<file path="src/rtl/sdc_defines.svh">
// Purpose: constants of the converter control register block
// Assumes: AHB-Lite word access, one clock at 100 MHz
// Notes:   the package holds the types; numbers live here
//
// Overview of operation
// RULE1: offset code 000/100 none; 001-011 plus, 101-111 minus quarters
// RULE2: negative selector: 0-3 pins, 1011 common mode, 1100 temp minus
// RULE3: positive selector: 0-3 pins, 1011 common mode, 1100 temp plus
// RULE4: single-ended use puts the opposite selector on common mode
// RULE5: pair the two temperature outputs across both selectors
// RULE6: dac code is high byte then low register bits 3 and 2
// RULE7: low byte goes to a shadow; a high write copies it across
// RULE8: software writes zero to the two low test bits
// RULE9: dac control bit 7 enables, bit 6 picks the reference
// RULE10: unimplemented bits read as zero
// RULE11: result bytes low, middle and high hold bits 7:0, 15:8, 23:16
// RULE12: soft reset holds the filter in reset and drops conversions
// RULE13: sleep leaves only amplifier and bandgap on; clear runs normally
// RULE14: power-off wins over sleep and reset; it resets to one
// RULE15: software sets power-off before the processor idles
// RULE16: oversampling code 0 is 32768, halving per step to code 8
// RULE17: bit 0 of primary control picks internal or external refs
// RULE18: divide code 000 gives 30, 010 gives 12, others reserved
// RULE19: bits 4 and 3 enable the negative and positive ref buffers
// RULE20: bit 2 of secondary control enables result latching
// RULE21: latched results stay frozen, no event, flag unchanged
// RULE22: conversion end sets flag bit 1; only software clears it
// RULE23: all three result bytes load together from one result
`ifndef SDC_DEFINES_SVH
`define SDC_DEFINES_SVH
`define SDC_ADR_CHSEL   8'h00
`define SDC_ADR_DAH     8'h04
`define SDC_ADR_DAL     8'h08
`define SDC_ADR_DACC    8'h0C
`define SDC_ADR_RESL    8'h10
`define SDC_ADR_RESM    8'h14
`define SDC_ADR_RESH    8'h18
`define SDC_ADR_CR0     8'h1C
`define SDC_ADR_CR1     8'h20
`define SDC_ADR_OFS     8'h24
`define SDC_RST_CR0     8'h20
`define SDC_RST_ZERO    8'h00
`define SDC_MSK_DAL     8'h0F
`define SDC_MSK_DACC    8'hC0
`define SDC_MSK_CR1     8'hFE
`define SDC_MSK_OFS     8'h0E
`define SDC_CR0_RST     7
`define SDC_CR0_SLP     6
`define SDC_CR0_OFF     5
`define SDC_CR0_VREF    0
`define SDC_CR1_BUFN    4
`define SDC_CR1_BUFP    3
`define SDC_CR1_LATCH   2
`define SDC_CR1_EOC     1
`define SDC_DACC_EN     7
`define SDC_DACC_VRS    6
`define SDC_SEL_PIN_MAX 4'h3
`define SDC_SEL_VCM     4'hB
`define SDC_SEL_TEMP    4'hC
`define SDC_OFS_NEG     3'h4
`define SDC_OSR_MAX     4'h8
`define SDC_OSR_BASE    16'h8000
`define SDC_CLOCK_DIVIDE_SELECT_30     3'h0
`define SDC_CLOCK_DIVIDE_SELECT_12     3'h2
`define SDC_DIV_30      5'h1E
`define SDC_DIV_12      5'h0C
`define SDC_CNT_ONE     5'h01
`endif

</file>
<file path="src/rtl/sdc_pkg.sv">
// Purpose: types of the converter control register block
// Assumes: constants come from sdc_defines.svh
// Notes:   all carriers are packed structs
package sdc_pkg;
   typedef enum logic [1:0] {st_off, st_sleep, st_reset, st_run} sdc_mode_t;
   typedef struct packed {
      logic        hsel;
      logic [31:0] haddr;
      logic [1:0]  htrans;
      logic        hwrite;
      logic [2:0]  hsize;
      logic        hready;
      logic [31:0] hwdata;
   } sdc_ahb_req_t;
   typedef struct packed {
      logic [31:0] hrdata;
      logic        hreadyout;
      logic        hresp;
   } sdc_ahb_rsp_t;
   typedef struct packed {
      logic [3:0] pin;
      logic       vcm;
      logic       temp;
      logic       reserved;
   } sdc_route_t;
   typedef struct packed {
      logic       negative;
      logic [1:0] quarters;
   } sdc_offset_t;
   typedef struct packed {
      sdc_mode_t   mode;
      logic        filter_reset;
      logic [15:0] osr;
      logic        osr_valid;
      logic        ref_external;
      logic [4:0]  div_factor;
      logic        div_valid;
      logic        adck_en;
      logic        bufn_en;
      logic        bufp_en;
   } sdc_conv_ctrl_t;
   typedef struct packed {
      logic [7:0]  chsel;
      logic [7:0]  ofs;
      logic [7:0]  dah;
      logic [7:0]  dal_shadow;
      logic [7:0]  dal;
      logic [7:0]  dacc;
      logic [7:0]  cr0;
      logic [7:0]  cr1;
      logic [23:0] result;
      logic        wr_pend;
      logic [7:0]  wr_addr;
      logic [31:0] hrdata;
      sdc_mode_t   mode;
      logic [4:0]  div_cnt;
      logic        adck_en;
      logic        eoc_evt;
   } sdc_state_t;
endpackage

</file>
<file path="src/rtl/sdc_top.sv">
// Purpose: converter control and data registers on an AHB-Lite slave
// Assumes: filter result strobe is synchronous to clk_sys_in
// Notes:   zero wait state; hrdata is registered in the address phase
//
// Design decisions made here: the AHB-Lite interface to the registers and the register addresses.
`timescale 1ns/1ps
`include "sdc_defines.svh"

module sdc_top
   import sdc_pkg::*;
(
   // clock and reset
   input  wire logic            clk_sys_in,
   input  wire logic            rst_n_in,
   // ahb-lite slave
   input  wire sdc_ahb_req_t    ahb_in,
   output sdc_ahb_rsp_t         ahb_out,
   // filter result
   input  wire logic            result_valid_in,
   input  wire logic [23:0]     result_data_in,
   // amplifier front end
   output sdc_route_t           negative_input_select_out,
   output sdc_route_t           positive_input_select_out,
   output sdc_offset_t          amp_offset_select_out,
   // dac
   output logic [9:0]           dac_code_out,
   output logic                 dac_enable_out,
   output logic                 dac_reference_select_out,
   // converter control
   output sdc_conv_ctrl_t       conv_ctrl_out,
   output logic                 conversion_done_out
);

   sdc_state_t state_reg;
   sdc_state_t state_next;

   // one decoder serves both selectors
   function automatic sdc_route_t route_decode(input logic [3:0] code);
      sdc_route_t r;
      r = '0;
      if (code <= `SDC_SEL_PIN_MAX) begin
         r.pin[code[1:0]] = 1'b1;
      end else if (code == `SDC_SEL_VCM) begin
         r.vcm = 1'b1;
      end else if (code == `SDC_SEL_TEMP) begin
         r.temp = 1'b1;
      end else begin
         r.reserved = 1'b1;
      end
      return r;
   endfunction

   // register read view, unimplemented bits masked to zero
   function automatic logic [7:0] read_mux(input sdc_state_t s,
                                           input logic [7:0] a);
      logic [7:0] d;
      d = '0;
      case (a)
         `SDC_ADR_CHSEL: d = s.chsel;
         `SDC_ADR_DAH:   d = s.dah;
         `SDC_ADR_DAL:   d = s.dal & `SDC_MSK_DAL;   // [RULE10]
         `SDC_ADR_DACC:  d = s.dacc & `SDC_MSK_DACC; // [RULE10]
         `SDC_ADR_RESL:  d = s.result[7:0];          // [RULE11]
         `SDC_ADR_RESM:  d = s.result[15:8];         // [RULE11]
         `SDC_ADR_RESH:  d = s.result[23:16];        // [RULE11]
         `SDC_ADR_CR0:   d = s.cr0;
         `SDC_ADR_CR1:   d = s.cr1 & `SDC_MSK_CR1;   // [RULE10]
         `SDC_ADR_OFS:   d = s.ofs & `SDC_MSK_OFS;   // [RULE10]
         default:        d = '0;
      endcase
      return d;
   endfunction

   logic       addr_phase;
   logic       wr_now;
   logic [7:0] wdata;
   logic       accept;
   logic [2:0] ofs_code;
   logic [3:0] osr_code;
   logic [2:0] div_code;
   logic [4:0] div_factor;
   logic       div_valid;

   assign addr_phase = ahb_in.hsel & ahb_in.htrans[1] & ahb_in.hready;
   assign wr_now     = state_reg.wr_pend;
   assign wdata      = ahb_in.hwdata[7:0];
   assign ofs_code   = state_reg.ofs[3:1];
   assign osr_code   = state_reg.cr0[4:1];
   assign div_code   = state_reg.cr1[7:5];

   // results are taken only while running and not latched
   assign accept = result_valid_in
                 & (state_reg.mode == st_run)         // [RULE12] [RULE13]
                 & ~state_reg.cr1[`SDC_CR1_LATCH];    // [RULE20] [RULE21]

   // reserved divide codes stop the converter clock
   always_comb begin
      div_factor = `SDC_DIV_30;
      div_valid  = 1'b0;
      case (div_code)
         `SDC_CLOCK_DIVIDE_SELECT_30: begin
            div_factor = `SDC_DIV_30;                 // [RULE18]
            div_valid  = 1'b1;
         end
         `SDC_CLOCK_DIVIDE_SELECT_12: begin
            div_factor = `SDC_DIV_12;                 // [RULE18]
            div_valid  = 1'b1;
         end
         default: begin
            div_factor = `SDC_DIV_30;
            div_valid  = 1'b0;
         end
      endcase
   end

   always_comb begin
      state_next = state_reg;
      state_next.eoc_evt = 1'b0;
      state_next.adck_en = 1'b0;

      // data phase of a write
      state_next.wr_pend = 1'b0;
      if (wr_now) begin
         case (state_reg.wr_addr)
            `SDC_ADR_CHSEL: state_next.chsel = wdata;
            `SDC_ADR_OFS:   state_next.ofs = wdata & `SDC_MSK_OFS;
            `SDC_ADR_DAH: begin
               state_next.dah = wdata;
               state_next.dal = state_reg.dal_shadow;   // [RULE7]
            end
            `SDC_ADR_DAL:
               state_next.dal_shadow = wdata & `SDC_MSK_DAL; // [RULE7]
            `SDC_ADR_DACC:  state_next.dacc = wdata & `SDC_MSK_DACC;
            `SDC_ADR_CR0:   state_next.cr0 = wdata;
            `SDC_ADR_CR1:   state_next.cr1 = wdata & `SDC_MSK_CR1;
            default: begin
            end
         endcase
      end

      // hardware set wins over a software clear in the same cycle
      if (accept) begin
         state_next.result = result_data_in;            // [RULE23]
         state_next.cr1[`SDC_CR1_EOC] = 1'b1;           // [RULE22]
         state_next.eoc_evt = 1'b1;
      end

      // power-off first, then sleep, then soft reset
      if (state_next.cr0[`SDC_CR0_OFF]) begin
         state_next.mode = st_off;                      // [RULE14]
      end else if (state_next.cr0[`SDC_CR0_SLP]) begin
         state_next.mode = st_sleep;                    // [RULE13]
      end else if (state_next.cr0[`SDC_CR0_RST]) begin
         state_next.mode = st_reset;                    // [RULE12]
      end else begin
         state_next.mode = st_run;
      end

      // converter clock enable from the divide factor
      if (state_reg.mode == st_off || !div_valid) begin
         state_next.div_cnt = '0;
      end else if (state_reg.div_cnt >= div_factor - `SDC_CNT_ONE) begin
         state_next.div_cnt = '0;
         state_next.adck_en = 1'b1;                     // [RULE18]
      end else begin
         state_next.div_cnt = state_reg.div_cnt + `SDC_CNT_ONE;
      end

      // address phase; read sees the write finishing now
      if (addr_phase) begin
         state_next.wr_pend = ahb_in.hwrite;
         state_next.wr_addr = ahb_in.haddr[7:0];
         if (!ahb_in.hwrite) begin
            state_next.hrdata = {24'h000000,
                                 read_mux(state_next, ahb_in.haddr[7:0])};
         end
      end
   end

   always_ff @(posedge clk_sys_in or negedge rst_n_in) begin
      if (!rst_n_in) begin
         state_reg            <= '0;
         state_reg.chsel      <= `SDC_RST_ZERO;
         state_reg.cr0        <= `SDC_RST_CR0;          // [RULE14]
         state_reg.cr1        <= `SDC_RST_ZERO;
         state_reg.mode       <= st_off;
      end else begin
         state_reg <= state_next;
      end
   end

   // bus answer: always ready, always okay
   assign ahb_out.hrdata    = state_reg.hrdata;
   assign ahb_out.hreadyout = 1'b1;
   assign ahb_out.hresp     = 1'b0;

   // amplifier routing and offset
   assign negative_input_select_out = route_decode(state_reg.chsel[7:4]); // [RULE2]
   assign positive_input_select_out = route_decode(state_reg.chsel[3:0]); // [RULE3]
   assign amp_offset_select_out.negative = ofs_code[2];            // [RULE1]
   assign amp_offset_select_out.quarters = ofs_code[1:0];          // [RULE1]

   // dac
   assign dac_code_out = {state_reg.dah, state_reg.dal[3:2]};      // [RULE6]
   assign dac_enable_out           = state_reg.dacc[`SDC_DACC_EN];  // [RULE9]
   assign dac_reference_select_out = state_reg.dacc[`SDC_DACC_VRS]; // [RULE9]

   // converter controls
   assign conv_ctrl_out.mode = state_reg.mode;
   assign conv_ctrl_out.filter_reset =
      (state_reg.mode == st_off) | state_reg.cr0[`SDC_CR0_RST];    // [RULE12]
   assign conv_ctrl_out.osr =
      (osr_code <= `SDC_OSR_MAX) ? (`SDC_OSR_BASE >> osr_code)
                                 : 16'h0000;                      // [RULE16]
   assign conv_ctrl_out.osr_valid = (osr_code <= `SDC_OSR_MAX);   // [RULE16]
   assign conv_ctrl_out.ref_external = state_reg.cr0[`SDC_CR0_VREF]; // [RULE17]
   assign conv_ctrl_out.div_factor = div_factor;
   assign conv_ctrl_out.div_valid  = div_valid;
   assign conv_ctrl_out.adck_en    = state_reg.adck_en;
   // buffers are dropped in power-off and in sleep alike
   logic mod_awake;
   assign mod_awake = (state_reg.mode == st_run)
                    | (state_reg.mode == st_reset);               // [RULE13]
   assign conv_ctrl_out.bufn_en =
      state_reg.cr1[`SDC_CR1_BUFN] & mod_awake;                   // [RULE19]
   assign conv_ctrl_out.bufp_en =
      state_reg.cr1[`SDC_CR1_BUFP] & mod_awake;                   // [RULE19]
   assign conversion_done_out = state_reg.eoc_evt;                // [RULE21]

   // checks
   logic latch_on;
   logic dah_wr;
   logic dal_wr;
   assign latch_on = state_reg.cr1[`SDC_CR1_LATCH];
   assign dah_wr = wr_now & (state_reg.wr_addr == `SDC_ADR_DAH);
   assign dal_wr = wr_now & (state_reg.wr_addr == `SDC_ADR_DAL);
endmodule // sdc_top

</file>
<file path="config.mk">
export PLATFORM = sky130hd
export DESIGN_NAME = sdc_top
export DESIGN_NICKNAME = d
export VERILOG_FILES = /design/src/rtl/sdc_pkg.sv /design/src/rtl/sdc_top.sv
export VERILOG_INCLUDE_DIRS = /design/src /design/src/rtl
export SDC_FILE = /design/constraint.sdc
export NUM_CORES = 1
export LEC_CHECK = 0
export BUFFER_PORTS_ARGS = -buffer_cell sky130_fd_sc_hd__buf_2
export CORE_MARGIN = 10
export CORE_UTILIZATION = 39
export CTS_CLUSTER_SIZE = 16
export DETAILED_ROUTE_END_ITERATION = 8
export PLACE_DENSITY = 0.74
export REMOVE_ABC_BUFFERS = 1
export SLEW_MARGIN = 20
export SYNTH_ARGS = -nofsm -noshare
export SYNTH_HDL_FRONTEND = slang
export SYNTH_SLANG_ARGS = --single-unit
</file>
<file path="constraint.sdc">
create_clock -name clk_sys_in -period 6.65 [get_ports clk_sys_in]
set_clock_uncertainty 0.15 [all_clocks]
set_input_delay 0.3325 -clock clk_sys_in [delete_from_list [all_inputs] [get_ports clk_sys_in]]
set_output_delay 0.3325 -clock clk_sys_in [all_outputs]
set_load 0.005 [all_outputs]
</file>
# [Yosys cells after proc, flatten, opt, wreduce, memory -nomap -nowiden]
# Cells that the tools add are included.
[totals] reg_bits=94 latchBits=0 ramBits=0 mem_bits_ro=0 inputBits=99 out_inout_bits=94 word_cells=111 n_memories=0
[op_classes] add_sub_neg=2 mul=0 div=0 magnitude_cmp=8 eq_ne=22 n_shift=1 muxes=41 bitwise=10 reduce_logical=11
[ops] operator="$pmux W8 S10" n=1
[ops] operator="$mux W64" n=1
[ops] operator="$mux W8" n=6
[ops] operator="$mux W41" n=1
[ops] operator="$eq A8 B5 Y1 const B" n=5
[ops] operator="$eq A8 B4 Y1 const B" n=4
[ops] operator="$eq A8 B6 Y1 const B" n=4
[ops] operator="$mux W24" n=1
[ops] operator="$mux W4" n=5
[ops] operator="$eq A4 B4 Y1 const B" n=4
[ops] operator="$eq A8 B3 Y1 const B" n=2
[ops] operator="$logic_not A8 Y1" n=2
[ops] operator="$mux W16" n=1
[ops] operator="$shr A16 B4 Y16 const A" n=1
[ops] operator="$mux W5" n=3
[ops] operator="$mux W1" n=14
[ops] operator="$le A4 B2 Y1 const B" n=2
[ops] operator="$mux W2" n=4
[ops] operator="$and A1 B1 Y1" n=6
[ops] operator="$lt A2 B3 Y1 const B" n=2
[ops] operator="$mux W3" n=2
[ops] operator="$add A5 B1 Y5 const B" n=1
[ops] operator="$ge A5 B5 Y1" n=1
[ops] operator="$sub A5 B1 Y5 const B" n=1
[ops] operator="other kinds (14)" n=21

# [Longest topological paths before layout]
# Gate-level depths: netlist of the first run.
[depth] depth_word=7 ltp_mapped=8 depth_no_buf=8

# [Worst setup path after synthesis of the first run]
# OpenSTA, ideal clock, no wires.
[synth_path] path_type="register -> register" from="register state_reg[46] (netlist bit)" to="register state_reg (netlist bit ahb_out[9])" setup_ps=145 arrival_ps=2264 required_time_ps=6355 slack_ps=4091 path_stages_with_launch=7 path_buffers=0 synth_period_minus_slack_ps=2559 cell_sequence="dfrtp_1 > or4_4 > nor3b_4 > mux2_2 > and2_1 > a2111oi_0 > a22oi_1"
[synth_lines] element="start, declared" line_no="sdc_top.sv:34" source="sdc_state_t state_reg;"
[synth_lines] element="start signal, assigned" line_no="sdc_top.sv:188" source="state_reg <= state_next;"

==> summary.txt, run 1 <==
Hold path
  • Worst hold-check path type: in2reg

Critical path
  • WS Path Type: reg2reg
  • CP arrival: between 3 and 4 ns
  • Setup crit start: state_reg[46]
  • Slowest cell on the critical path: a2111oi_0
  • R2r worst-path depth: 7
  • Worst Path Required: 6.68 ns
  • Worst-path fanout max: 15
  • R2R Path End: ahb_out[9]
  • Critical R2R Launch: state_reg[46]
  • Critical Path End Type: flop
  • Max incr delay on CP: ~0.62 ns
  • R2R setup slack: roughly 3.5 ns
  • Cell Chain, Critical Path: or4_4, nor3b_4, buf_4, mux2_2, and2_1, a2111oi_0, a22oi_1
  • Critical path endpoint: ahb_out[9]
  • Worst Setup Start Kind: flop

Clock network
  • Clk_lat worst skew: 0.34 ns
  • Clock Sinks: 94
  • H-tree depth: 3
  • Clock Tree Buf Depth: 2
  • Clock buffer count from CTS: 9
  • # Post-CTS Setup Buffers: 0
  • Reg clk slew, reported paths: ~0.07 ns
  • CTS tree: done
  • Root Buffer: clkbuf_16

Floorplanning
  • Core Area: 12570 um^2
  • Chip height: around 130 um
  • Row cnt: 41
  • Die W: roughly 130 um
  • Initial Util: around 40%
  • Die ar.: around 18000 um^2
  • Ports: roughly 190

Pwr
  • P_leak: approximately 2.7 nW
  • Max VDD drop: between 0.0001 and 0.00015 V
  • P per Cell Area: between 200 and 250 nW/um^2

Routing
  • Final wirelength: about 13000 um
  • Detail Route Antenna Nets: 0
  • Vias/cell: 5.139
  • DR iter-0 viols: between 200 and 250
  • First-pass DRT Iterations: 4
  • DR vias: around 3600
  • WL per Instance: roughly 19 um
  • Drt drc: 0

Placed design
  • Dpl hpwl: about 10000 um
  • GP Congestion: 0.8754
  • Buffers on Ports: between 100 and 150
  • Placed Cells: between 600 and 700
  • DP Worst Slack: about 3.6 ns

Global routing
  • Global routing's busiest layer: met2
  • Vias in the first global route: 3800
  • Met1 usage: 17.38%
  • Largest net degree at the start of global routing: between 60 and 70
  • GR Overflow Total: 0
  • First-pass GRT wire length: between 20000 and 25000 um
  • Total GRT Usage: roughly 15%
  • Met3 Usage GRT: 5.413%
  • Antenna violations before repair: 0
  • GR Util met2: between 20% and 30%

Synthesis
  • Syn Area/Cell: between 10 and 15 um^2
  • Post-synthesis sequential area ratio: between 40% and 50%
  • YS warnings: 0
  • Flops & latches, synth: 94
  • Async set-reset flop share out of synthesis: 100.0%
  • Cells after Synth: 439
  • Distinct cells, synth: 55
  • Post-synth EDFFs: 0
  • Synthesized cell area: between 4000 and 5000 um^2
  • Synth Flop Type: dfrtp_1

STA
  • Final Worst Setup Slack: 3.486 ns
  • Worst Tran Pin Value: 1.016 ns
  • Final setup violation count: 0
  • Max_slew headroom: between 30% and 40%
  • Fin crit share: a little under half
  • Final Hold Viols: 0
  • Pins Over Slew Limit: 0
  • RSZ-0062 raised after global routing: false
  • Fin crit period: 3.164 ns
  • Setup TNS Final: 0 ns
  • Peak Freq: 316.0 MHz

Status
  • Status: finished, final reports clean

Final layout
  • Share of cells above drive strength 1: a little under 40%
  • Final net count: about 620
  • Max reg flops: 57
  • Post-layout util: between 40% and 50%
  • Fin cells: just under 700
  • Area growth, synth to finish: 13.56%
  • Diode count: 0
  • Fillers: between 1000 and 1500

Flow run
  • Max Cap Viol: 0
power by group:
| group | switching, mW | internal (mW) |
|---|---|---|
| Clock | 0.214 | 0.302 |
| Sequential | 0.0367 | 0.632 |
| Combinational | 0.0890 | 0.0796 |
| Total | 0.340 | 1.01 |
stage by stage:
| stage | total power, mW | area [um^2] | hold slack, ns |
|---|---|---|---|
| after floorplan | 0.7648 | 4563 | -0.1131 |
| after global placement | 0.8339 | 5354 | 0.1171 |
| after detailed placement | 0.8474 | 5354 | 0.1190 |
| after CTS | 1.366 | 5658 | 0.06866 |
| after global routing | 1.411 | 5658 | 0.07602 |
| final | 1.354 | 5658 | 0.08154 |
layout by cell type, fill, tap and decap left out, types with 2 or more instances in the layout:
| cell type | synthesis | routed |
|---|---|---|
| nand4_1 | 6 | 6 |
| a32oi_1 | 5 | 5 |
| mux2i_1 | 6 | 6 |
| clkbuf_16 | 0 | 9 |
| xor2_1 | 2 | 2 |
| mux2_4 | 3 | 3 |
| a222oi_1 | 3 | 3 |
| dfrtp_1 | 93 | 93 |
| o21bai_1 | 2 | 2 |
| a21oi_1 | 7 | 7 |
| a2bb2oi_1 | 4 | 4 |
| mux2_2 | 68 | 68 |
| a22oi_1 | 12 | 12 |
| and3_1 | 3 | 3 |
| o2bb2ai_1 | 2 | 2 |
| nor3b_1 | 3 | 3 |
| o21ai_0 | 16 | 16 |
| clkbuf_1 | 9 | 3 |
| nor4_1 | 6 | 5 |
| inv_1 | 9 | 9 |
| conb_1 | 2 | 36 |
| nand3_1 | 12 | 12 |
| buf_2 | 5 | 103 |
| ha_1 | 4 | 4 |
| nor3b_4 | 2 | 2 |
| nand2_1 | 15 | 15 |
| nor3_1 | 9 | 9 |
| nor4b_1 | 6 | 6 |
| nand2b_1 | 5 | 5 |
| and2_1 | 8 | 8 |
| nor2b_1 | 5 | 5 |
| and4b_1 | 2 | 2 |
| buf_4 | 63 | 6 |
| nor2_1 | 20 | 20 |
worst max-delay path, delay by kind of cell (launching register included):
| family | cells | cell delay [ns] |
|---|---|---|
| multiplexers | 1 | 0.38 |
| buffers and inverters | 1 | 0.28 |
| AND/OR/NAND/NOR | 3 | 0.94 |
| flip-flops | 1 | 0.43 |
| AO/OA/AOI/OAI | 2 | 0.83 |
worst min-delay path by stage:
stage,from,endpoint,cells after the start
2_1_floorplan,rst_n_in,ahb_out[2],0
3_3_place_gp,rst_n_in,conversion_done_out,1
3_5_place_dp,rst_n_in,conversion_done_out,1
4_1_cts,result_data_in[0],state_reg[50],3
5_1_grt,result_data_in[1],state_reg[51],2
6_report,result_data_in[0],state_reg[50],3
layer usage:
| layer | part of all wire [%] | vias to the layer above |
|---|---|---|
| met2 | 47 | 139 |
| met3 | 9.6 | 17 |
| met4 | 2.1 | 0 |
| met5 | 0 | - |
| met1 | 41 | 1759 |
| li1 | - | 1641 |
area by class of cell:
class	instances	area [um^2]	share of cell area (%)
sequential	94	2354	41.60
multi-input combinational	291	2191	38.72
timing repair buffer	110	570.5	10.08
clock buffer	13	250.2	4.423
tap	172	215.2	3.804
clock inverter	3	43.79	0.7740
inverter	9	33.78	0.5971
cells in the mapped netlist (2+ instances only):
| library cell | n | area (um^2) |
|---|---|---|
| dfrtp_1 | 93 | 2327 |
| mux2_2 | 68 | 765.7 |
| buf_4 | 63 | 473.0 |
| nor2_1 | 20 | 75.07 |
| o21ai_0 | 16 | 80.08 |
| nand2_1 | 15 | 56.30 |
| a22oi_1 | 12 | 90.09 |
| nand3_1 | 12 | 60.06 |
| clkbuf_1 | 9 | 33.78 |
| inv_1 | 9 | 33.78 |
| nor3_1 | 9 | 45.04 |
| and2_1 | 8 | 50.05 |
| a21oi_1 | 7 | 35.03 |
| mux2i_1 | 6 | 60.06 |
| nand4_1 | 6 | 37.54 |
| nor4_1 | 6 | 37.54 |
| nor4b_1 | 6 | 52.55 |
| a32oi_1 | 5 | 43.79 |
| buf_2 | 5 | 25.02 |
| nand2b_1 | 5 | 31.28 |
| nor2b_1 | 5 | 31.28 |
| a2bb2oi_1 | 4 | 35.03 |
| ha_1 | 4 | 50.05 |
| a222oi_1 | 3 | 30.03 |
| and3_1 | 3 | 18.77 |
| mux2_4 | 3 | 45.04 |
| nor3b_1 | 3 | 22.52 |
| and4b_1 | 2 | 20.02 |
| conb_1 | 2 | 7.510 |
| nor3b_4 | 2 | 37.54 |
| o21bai_1 | 2 | 15.01 |
| o2bb2ai_1 | 2 | 17.52 |
| xor2_1 | 2 | 17.52 |
logic make-up after synthesis:
| logic type | after synthesis | share of synthesized area [%] |
|---|---|---|
| DFF | 94 | 47.24 |
| AOI/OAI and AO/OA | 61 | 8.714 |
| muxes | 77 | 17.48 |
| other | 2 | 0.1507 |
| and+or+nand+nor | 110 | 13.23 |
| buffers and inverters | 88 | 11.65 |
| adders and majority gates | 4 | 1.005 |
| xor gates and xnor gates | 3 | 0.5275 |
timing repair:
item                                   in CTS  in global routing
hold buffers                                1                  0
resized for setup                           0                  0
endpoints found under the hold margin      26                  0
No activity file was read; power rests on OpenSTA's default activity.
==> inputs of run 2 (changes only) <==
- PLACE_DENSITY: 0.74 -> 0.77
- clock period: 6.65 -> 2.61 ns (I/O delays scaled with it)
==> summary.txt, run 2 (synthesized netlist as in run 1, its figures left out) <==
Status
  • Status: finished, final reports clean

Routing
  • WL per Instance: about 19 um
  • DR iter-0 viols: 261
  • Drt drc: 0
  • Vias/cell: about 5.1
  • First-pass DRT Iterations: 5
  • Detail Route Antenna Nets: 0
  • Final wirelength: between 10000 and 15000 um
  • DR vias: just under 4000

Pwr
  • P_leak: ~3 nW
  • Total internal power: 2.535 mW
  • Sw power: ~0.95 mW
  • Reg power frac: 48.7%
  • Switch share: 27.17%
  • P per Cell Area: between 500 and 600 nW/um^2
  • Clock Power Share: 36.4%
  • Max VDD drop: roughly 0.00026 V
  • Combinational Power Share: between 10 and 15%
  • Total Power: about 3.5 mW

Clock network
  • Clock Sinks: 94
  • Root Buffer: clkbuf_16
  • CTS tree: done
  • H-tree depth: 3
  • Reg clk slew, reported paths: approximately 0.07 ns
  • Clk_lat worst skew: approximately 0.35 ns
  • Clock Tree Buf Depth: 2
  • Clock buffer count from CTS: 9

Critical path
  • Cell Chain, Critical Path: or4_4, nor3b_4, buf_6, mux2_4, a32o_1, a31o_2, a2bb2oi_1
  • Critical Path End Type: flop
  • Worst Path Required: 2.69 ns
  • Worst Setup Start Kind: flop
  • WS Path Type: reg2reg
  • Max incr delay on CP: between 0.5 and 0.6 ns
  • CP arrival: between 2 and 3 ns
  • Worst-path fanout max: 7
  • Slowest cell on the critical path: or4_4

Floorplanning
  • Initial Util: 39.64%
  • Chip height: between 100 and 150 um
  • Ports: a little under 200
  • Core Area: between 10000 and 15000 um^2
  • Die W: approximately 130 um
  • Die ar.: 17700 um^2
  • Row cnt: between 40 and 50

Global routing
  • Antenna violations before repair: 0
  • Total GRT Usage: between 15 and 20%
  • Largest net degree at the start of global routing: 56
  • First-pass GRT wire length: 22650 um
  • Vias in the first global route: about 4000
  • GR Overflow Total: 0

Final layout
  • Commonest non-fill, non-tap cell in the layout: buf_2
  • Area growth, synth to finish: 26.34%
  • Max reg flops: 57
  • Diode count: 0
  • Fillers: approximately 1100
  • Share of cells above drive strength 1: between 30% and 40%
  • Most frequent cells in the layout: buf_2, dfrtp_1, mux2_2
  • Final net count: ~680

STA
  • RSZ-0062 raised after global routing: true
  • Final setup violation count: 0
  • Final Worst Setup Slack: ~0.034 ns
  • Fin crit share: 98.71%
  • Peak Freq: about 390 MHz
  • Worst Tran Pin Value: around 0.54 ns
  • Pins Over Slew Limit: 0
  • Final Hold Viols: 0
  • Max_slew headroom: between 60 and 70%
  • Fin crit period: 2.576 ns

Placed design
  • GP Congestion: just under 0.9
  • Buffers on Ports: around 100
  • DP Worst Slack: -0.1301 ns
  • Dpl hpwl: between 10000 and 15000 um

Flow run
  • Max Cap Viol: 0

Hold path
  • Worst hold-check path type: in2reg
run 2: power by group through the flow:
| stage | clock (mW) | sequential, mW | combinational (mW) |
|---|---|---|---|
| floorplan | 0 | 1.70 | 0.247 |
| global placement | 0 | 1.71 | 0.440 |
| detailed placement | 0 | 1.72 | 0.461 |
| CTS | 1.29 | 1.69 | 0.512 |
| global route | 1.36 | 1.71 | 0.575 |
| finish | 1.27 | 1.69 | 0.519 |
run 2: final timing paths:
kind	from	to	cells after the start	slack (ns)
min in group asynchronous	rst_n_in	state_reg[65]	2	0.15
setup / recovery	state_reg[47]	ahb_out[2]	7	0.03
hold / removal	ahb_in[42]	state_reg[44]	2	0.005
max in group asynchronous	rst_n_in	state_reg[87]	3	1.46
hold reg to reg	state_reg[50]	state_reg[50]	2	0.34
setup reg to reg	state_reg[47]	ahb_out[2]	7	0.03
run 2: cell type report:
cell class	instances	area (um^2)	area share (%)
clock buffers	9	225.2	3.578
clock inverters	7	57.56	0.9143
inverters	9	33.78	0.5367
multi-input cells	291	2236	35.52
flip-flops and latches	94	2354	37.39
well taps	172	215.2	3.419
repair buffers	171	1174	18.64
run 2: critical path: cells and delay by family, from the launching register on:
kind,cells,cell delay [ns]
simple gates,2,0.86
flops,1,0.38
mux,1,0.31
compound gates,3,0.59
buf+inv,1,0.18
run 2: layer usage:
| metal | track usage (%) | vias up | wire length, um |
|---|---|---|---|
| met5 | 0 | - | 0 |
| met4 | 6.174 | 0 | 289 |
| met3 | 5.110 | 17 | 1357 |
| met2 | 26.29 | 170 | 6831 |
| met1 | 19.01 | 1914 | 5794 |
| li1 | - | 1761 | - |
run 2: repair_timing:
action / 4_1_cts / 5_1_grt
resized for setup: 3 / 9
hold buffers: 41 / 0
buffers inserted: 3 / 4
hold endpoints to repair: 99 / 0
pin swaps: 0 / 4
setup endpoints to repair: 4 / 5
run 2: metrics by stage:
step | TNS [ns] | hold WS, ns | cells | utilization, % | instance area, um^2
after global routing | -0.09849 | 0.02114 | 753 | 50.08 | 6295
final | 0 | 0.005118 | 753 | 50.08 | 6295
after floorplan | -0.6211 | -0.3151 | 394 | - | 4563
after detailed placement | -0.2750 | -0.007419 | 689 | 43.56 | 5475
after CTS | 0 | 0.002834 | 749 | 49.44 | 6213
after global placement | -0.1702 | -0.01786 | 689 | 43.56 | 5475
==> inputs of run 3 (changes only) <==
- ABC_AREA: not set -> 1
- PLACE_DENSITY: 0.77 -> 0.68
==> summary.txt, run 3 <==
Status
  • Status: finished, final reports clean

STA
  • RSZ-0062 raised after global routing: false
  • Peak Freq: 451.9 MHz
  • Fin crit period: between 2 and 2.5 ns
  • Final setup violation count: 0
  • Fin crit share: a little over four fifths
  • Pins Over Slew Limit: 0
  • Setup TNS Final: 0 ns
  • Final Worst Setup Slack: approximately 0.4 ns
  • Worst Tran Pin Value: around 0.70 ns
  • Final Hold Viols: 0
  • Max_slew headroom: 53.47%

Synthesis
  • Distinct cells, synth: 34
  • Synth Flop Type: dfrtp_1
  • Dominant cell by count in the synthesized netlist: nand2_1
  • YS warnings: 0
  • Syn Area/Cell: between 7 and 8 um^2
  • Top cells by area, synth: dfrtp_1, nand2_1, buf_4, inv_1, nand3_1
  • Synthesized cell area: around 5400 um^2
  • Post-synth EDFFs: 0
  • Async set-reset flop share out of synthesis: between 90% and 100%
  • Commonest cells in the netlist: nand2_1, inv_1, dfrtp_1
  • Cells after Synth: 736
  • Post-synthesis sequential area ratio: 43.35%
  • Synth area leader: dfrtp_1
  • Post-synth top area share: 42.87%
  • Flops & latches, synth: 94

Critical path
  • Worst-path fanout max: 8
  • Setup crit start: ahb_in[40]
  • WS Path Type: in2reg
  • Critical R2R Launch: conv_ctrl_out[29]
  • Worst Path Required: 2.74 ns
  • Critical Path End Type: flop
  • Worst Setup Start Kind: input port
  • CP arrival: 2.34 ns

Placed design
  • GP Congestion: ~0.86
  • Dpl hpwl: about 11000 um
  • Buffers on Ports: roughly 100
  • DP Worst Slack: between 0.4 and 0.5 ns
  • DP Area: 5821 um^2

Flow run
  • Max Cap Viol: 0

Final layout
  • Max reg flops: 57
  • Area growth, synth to finish: 19.70%
  • Post-Layout Inst Area: 6499 um^2
  • Reg area: 2354 um^2
  • Diode count: 0
  • Share of cells above drive strength 1: between 10% and 20%
  • Post-layout util: a little under half
  • Commonest non-fill, non-tap cell in the layout: nand2_1
  • Fillers: between 1000 and 1500
  • Most frequent cells in the layout: nand2_1, inv_1, buf_2
  • Final net count: about 960
  • Multi-input gate area: 2265 um^2

Floorplanning
  • Ports: 193
  • Core Area: ~14000 um^2
  • Chip height: around 140 um
  • Row cnt: 43
  • Die ar.: roughly 19000 um^2
  • Die W: ~140 um
  • Initial Util: 39.42%

Clock network
  • Clock Tree Buf Depth: 2
  • Clk_lat worst skew: 0.35 ns
  • H-tree depth: 3
  • Reg clk slew, reported paths: approximately 0.060 ns
  • CTS tree: done
  • Clock Sinks: between 90 and 100
  • Clock buffer count from CTS: 9
  • Root Buffer: clkbuf_16

Routing
  • DR iter-0 viols: between 300 and 400
  • Final wirelength: roughly 14000 um
  • Vias/cell: ~4.5
  • Detail Route Antenna Nets: 0
  • WL per Instance: ~14 um
  • DR vias: 4671
  • First-pass DRT Iterations: 5
  • Drt drc: 0

Pwr
  • P per Cell Area: roughly 600 nW/um^2
  • P_leak: around 3.8 nW
  • Max VDD drop: 0.0002970 V

Global routing
  • Largest net degree at the start of global routing: between 50 and 60
  • First-pass GRT wire length: between 20000 and 25000 um
  • Antenna violations before repair: 0
  • Total GRT Usage: 15.16%
  • Vias in the first global route: around 4600
  • GR Overflow Total: 0

Hold path
  • Worst hold start: result_data_in[2]
  • Worst hold-check path type: in2reg
run 3: path summary, 6_finish.rpt:
kind	end	slack, ns	depth (start not counted)
worst max-delay path	ahb_out[3]	0.40	13
worst min-delay path	state_reg[52]	0.006	3
worst max register to register	ahb_out[9]	0.48	11
worst min register to register	state_reg[68]	0.32	2
max in group asynchronous	state_reg[87]	1.46	3
min in group asynchronous	state_reg[2]	0.15	2
run 3: layout make-up:
class | count | share of cell area [%]
sequential | 94 | 36.21
multi-input combinational | 498 | 34.85
timing repair buffer | 147 | 14.71
inverter | 109 | 6.334
clock buffer | 15 | 3.966
tap | 180 | 3.466
clock inverter | 1 | 0.4621
run 3: repair_timing:
item                                    CTS  global route
buffers inserted                          0             0
hold buffers                             39             0
gates resized for setup                   0             0
hold endpoints to repair                 81             0
endpoints found under the setup margin    0             0
run 3: logic make-up after synthesis:
logic type	Yosys count	share of synthesized area, %
AND/OR/NAND/NOR	424	34.20
buffers and inverters	178	17.28
flip-flops	94	43.35
AO/OA/AOI/OAI	28	2.996
adder cells (fa/ha/maj)	4	0.9219
XOR/XNOR	3	0.4841
multiplexers	3	0.6222
other	2	0.1383
run 3: stage by stage:
stage,instances,hold WS [ns],power (mW)
2_1_floorplan,701,-0.3151,2.315
3_5_place_dp,989,-0.009577,2.626
6_report,1044,0.006459,3.954
3_3_place_gp,989,-0.006837,2.610
5_1_grt,1044,0.03074,4.201
4_1_cts,1044,0.008141,3.971
run 3: power breakdown:
part | leakage, nW | switching, mW | internal (mW)
Sequential | 1.19 | 0.128 | 1.67
Clock | 0.138 | 0.535 | 0.772
Combinational | 2.43 | 0.491 | 0.355
Total | 3.76 | 1.15 | 2.80
run 3: per-layer routing:
metal,track usage [%],vias to the layer above,wire length (um),part of all wire (%)
met1,18.79,2124,6185,43
li1,-,2384,-,-
met2,24.87,141,6786,48
met4,5.910,0,265,1.9
met5,0,-,0,0
met3,3.696,22,1040,7.3
run 3: worst max-delay path, stage by stage:
cell           delay, ns
dlygate4sd3_1       0.53
buf_2               0.13
nor2_1              0.23
nand2_1             0.15
nor2_1              0.53
nand3_1             0.17
nand2_1             0.12
nor2_1              0.07
nand2_1             0.07
nor2_1              0.04
nand2_1             0.05
nand2_1             0.06
nand2_1             0.06
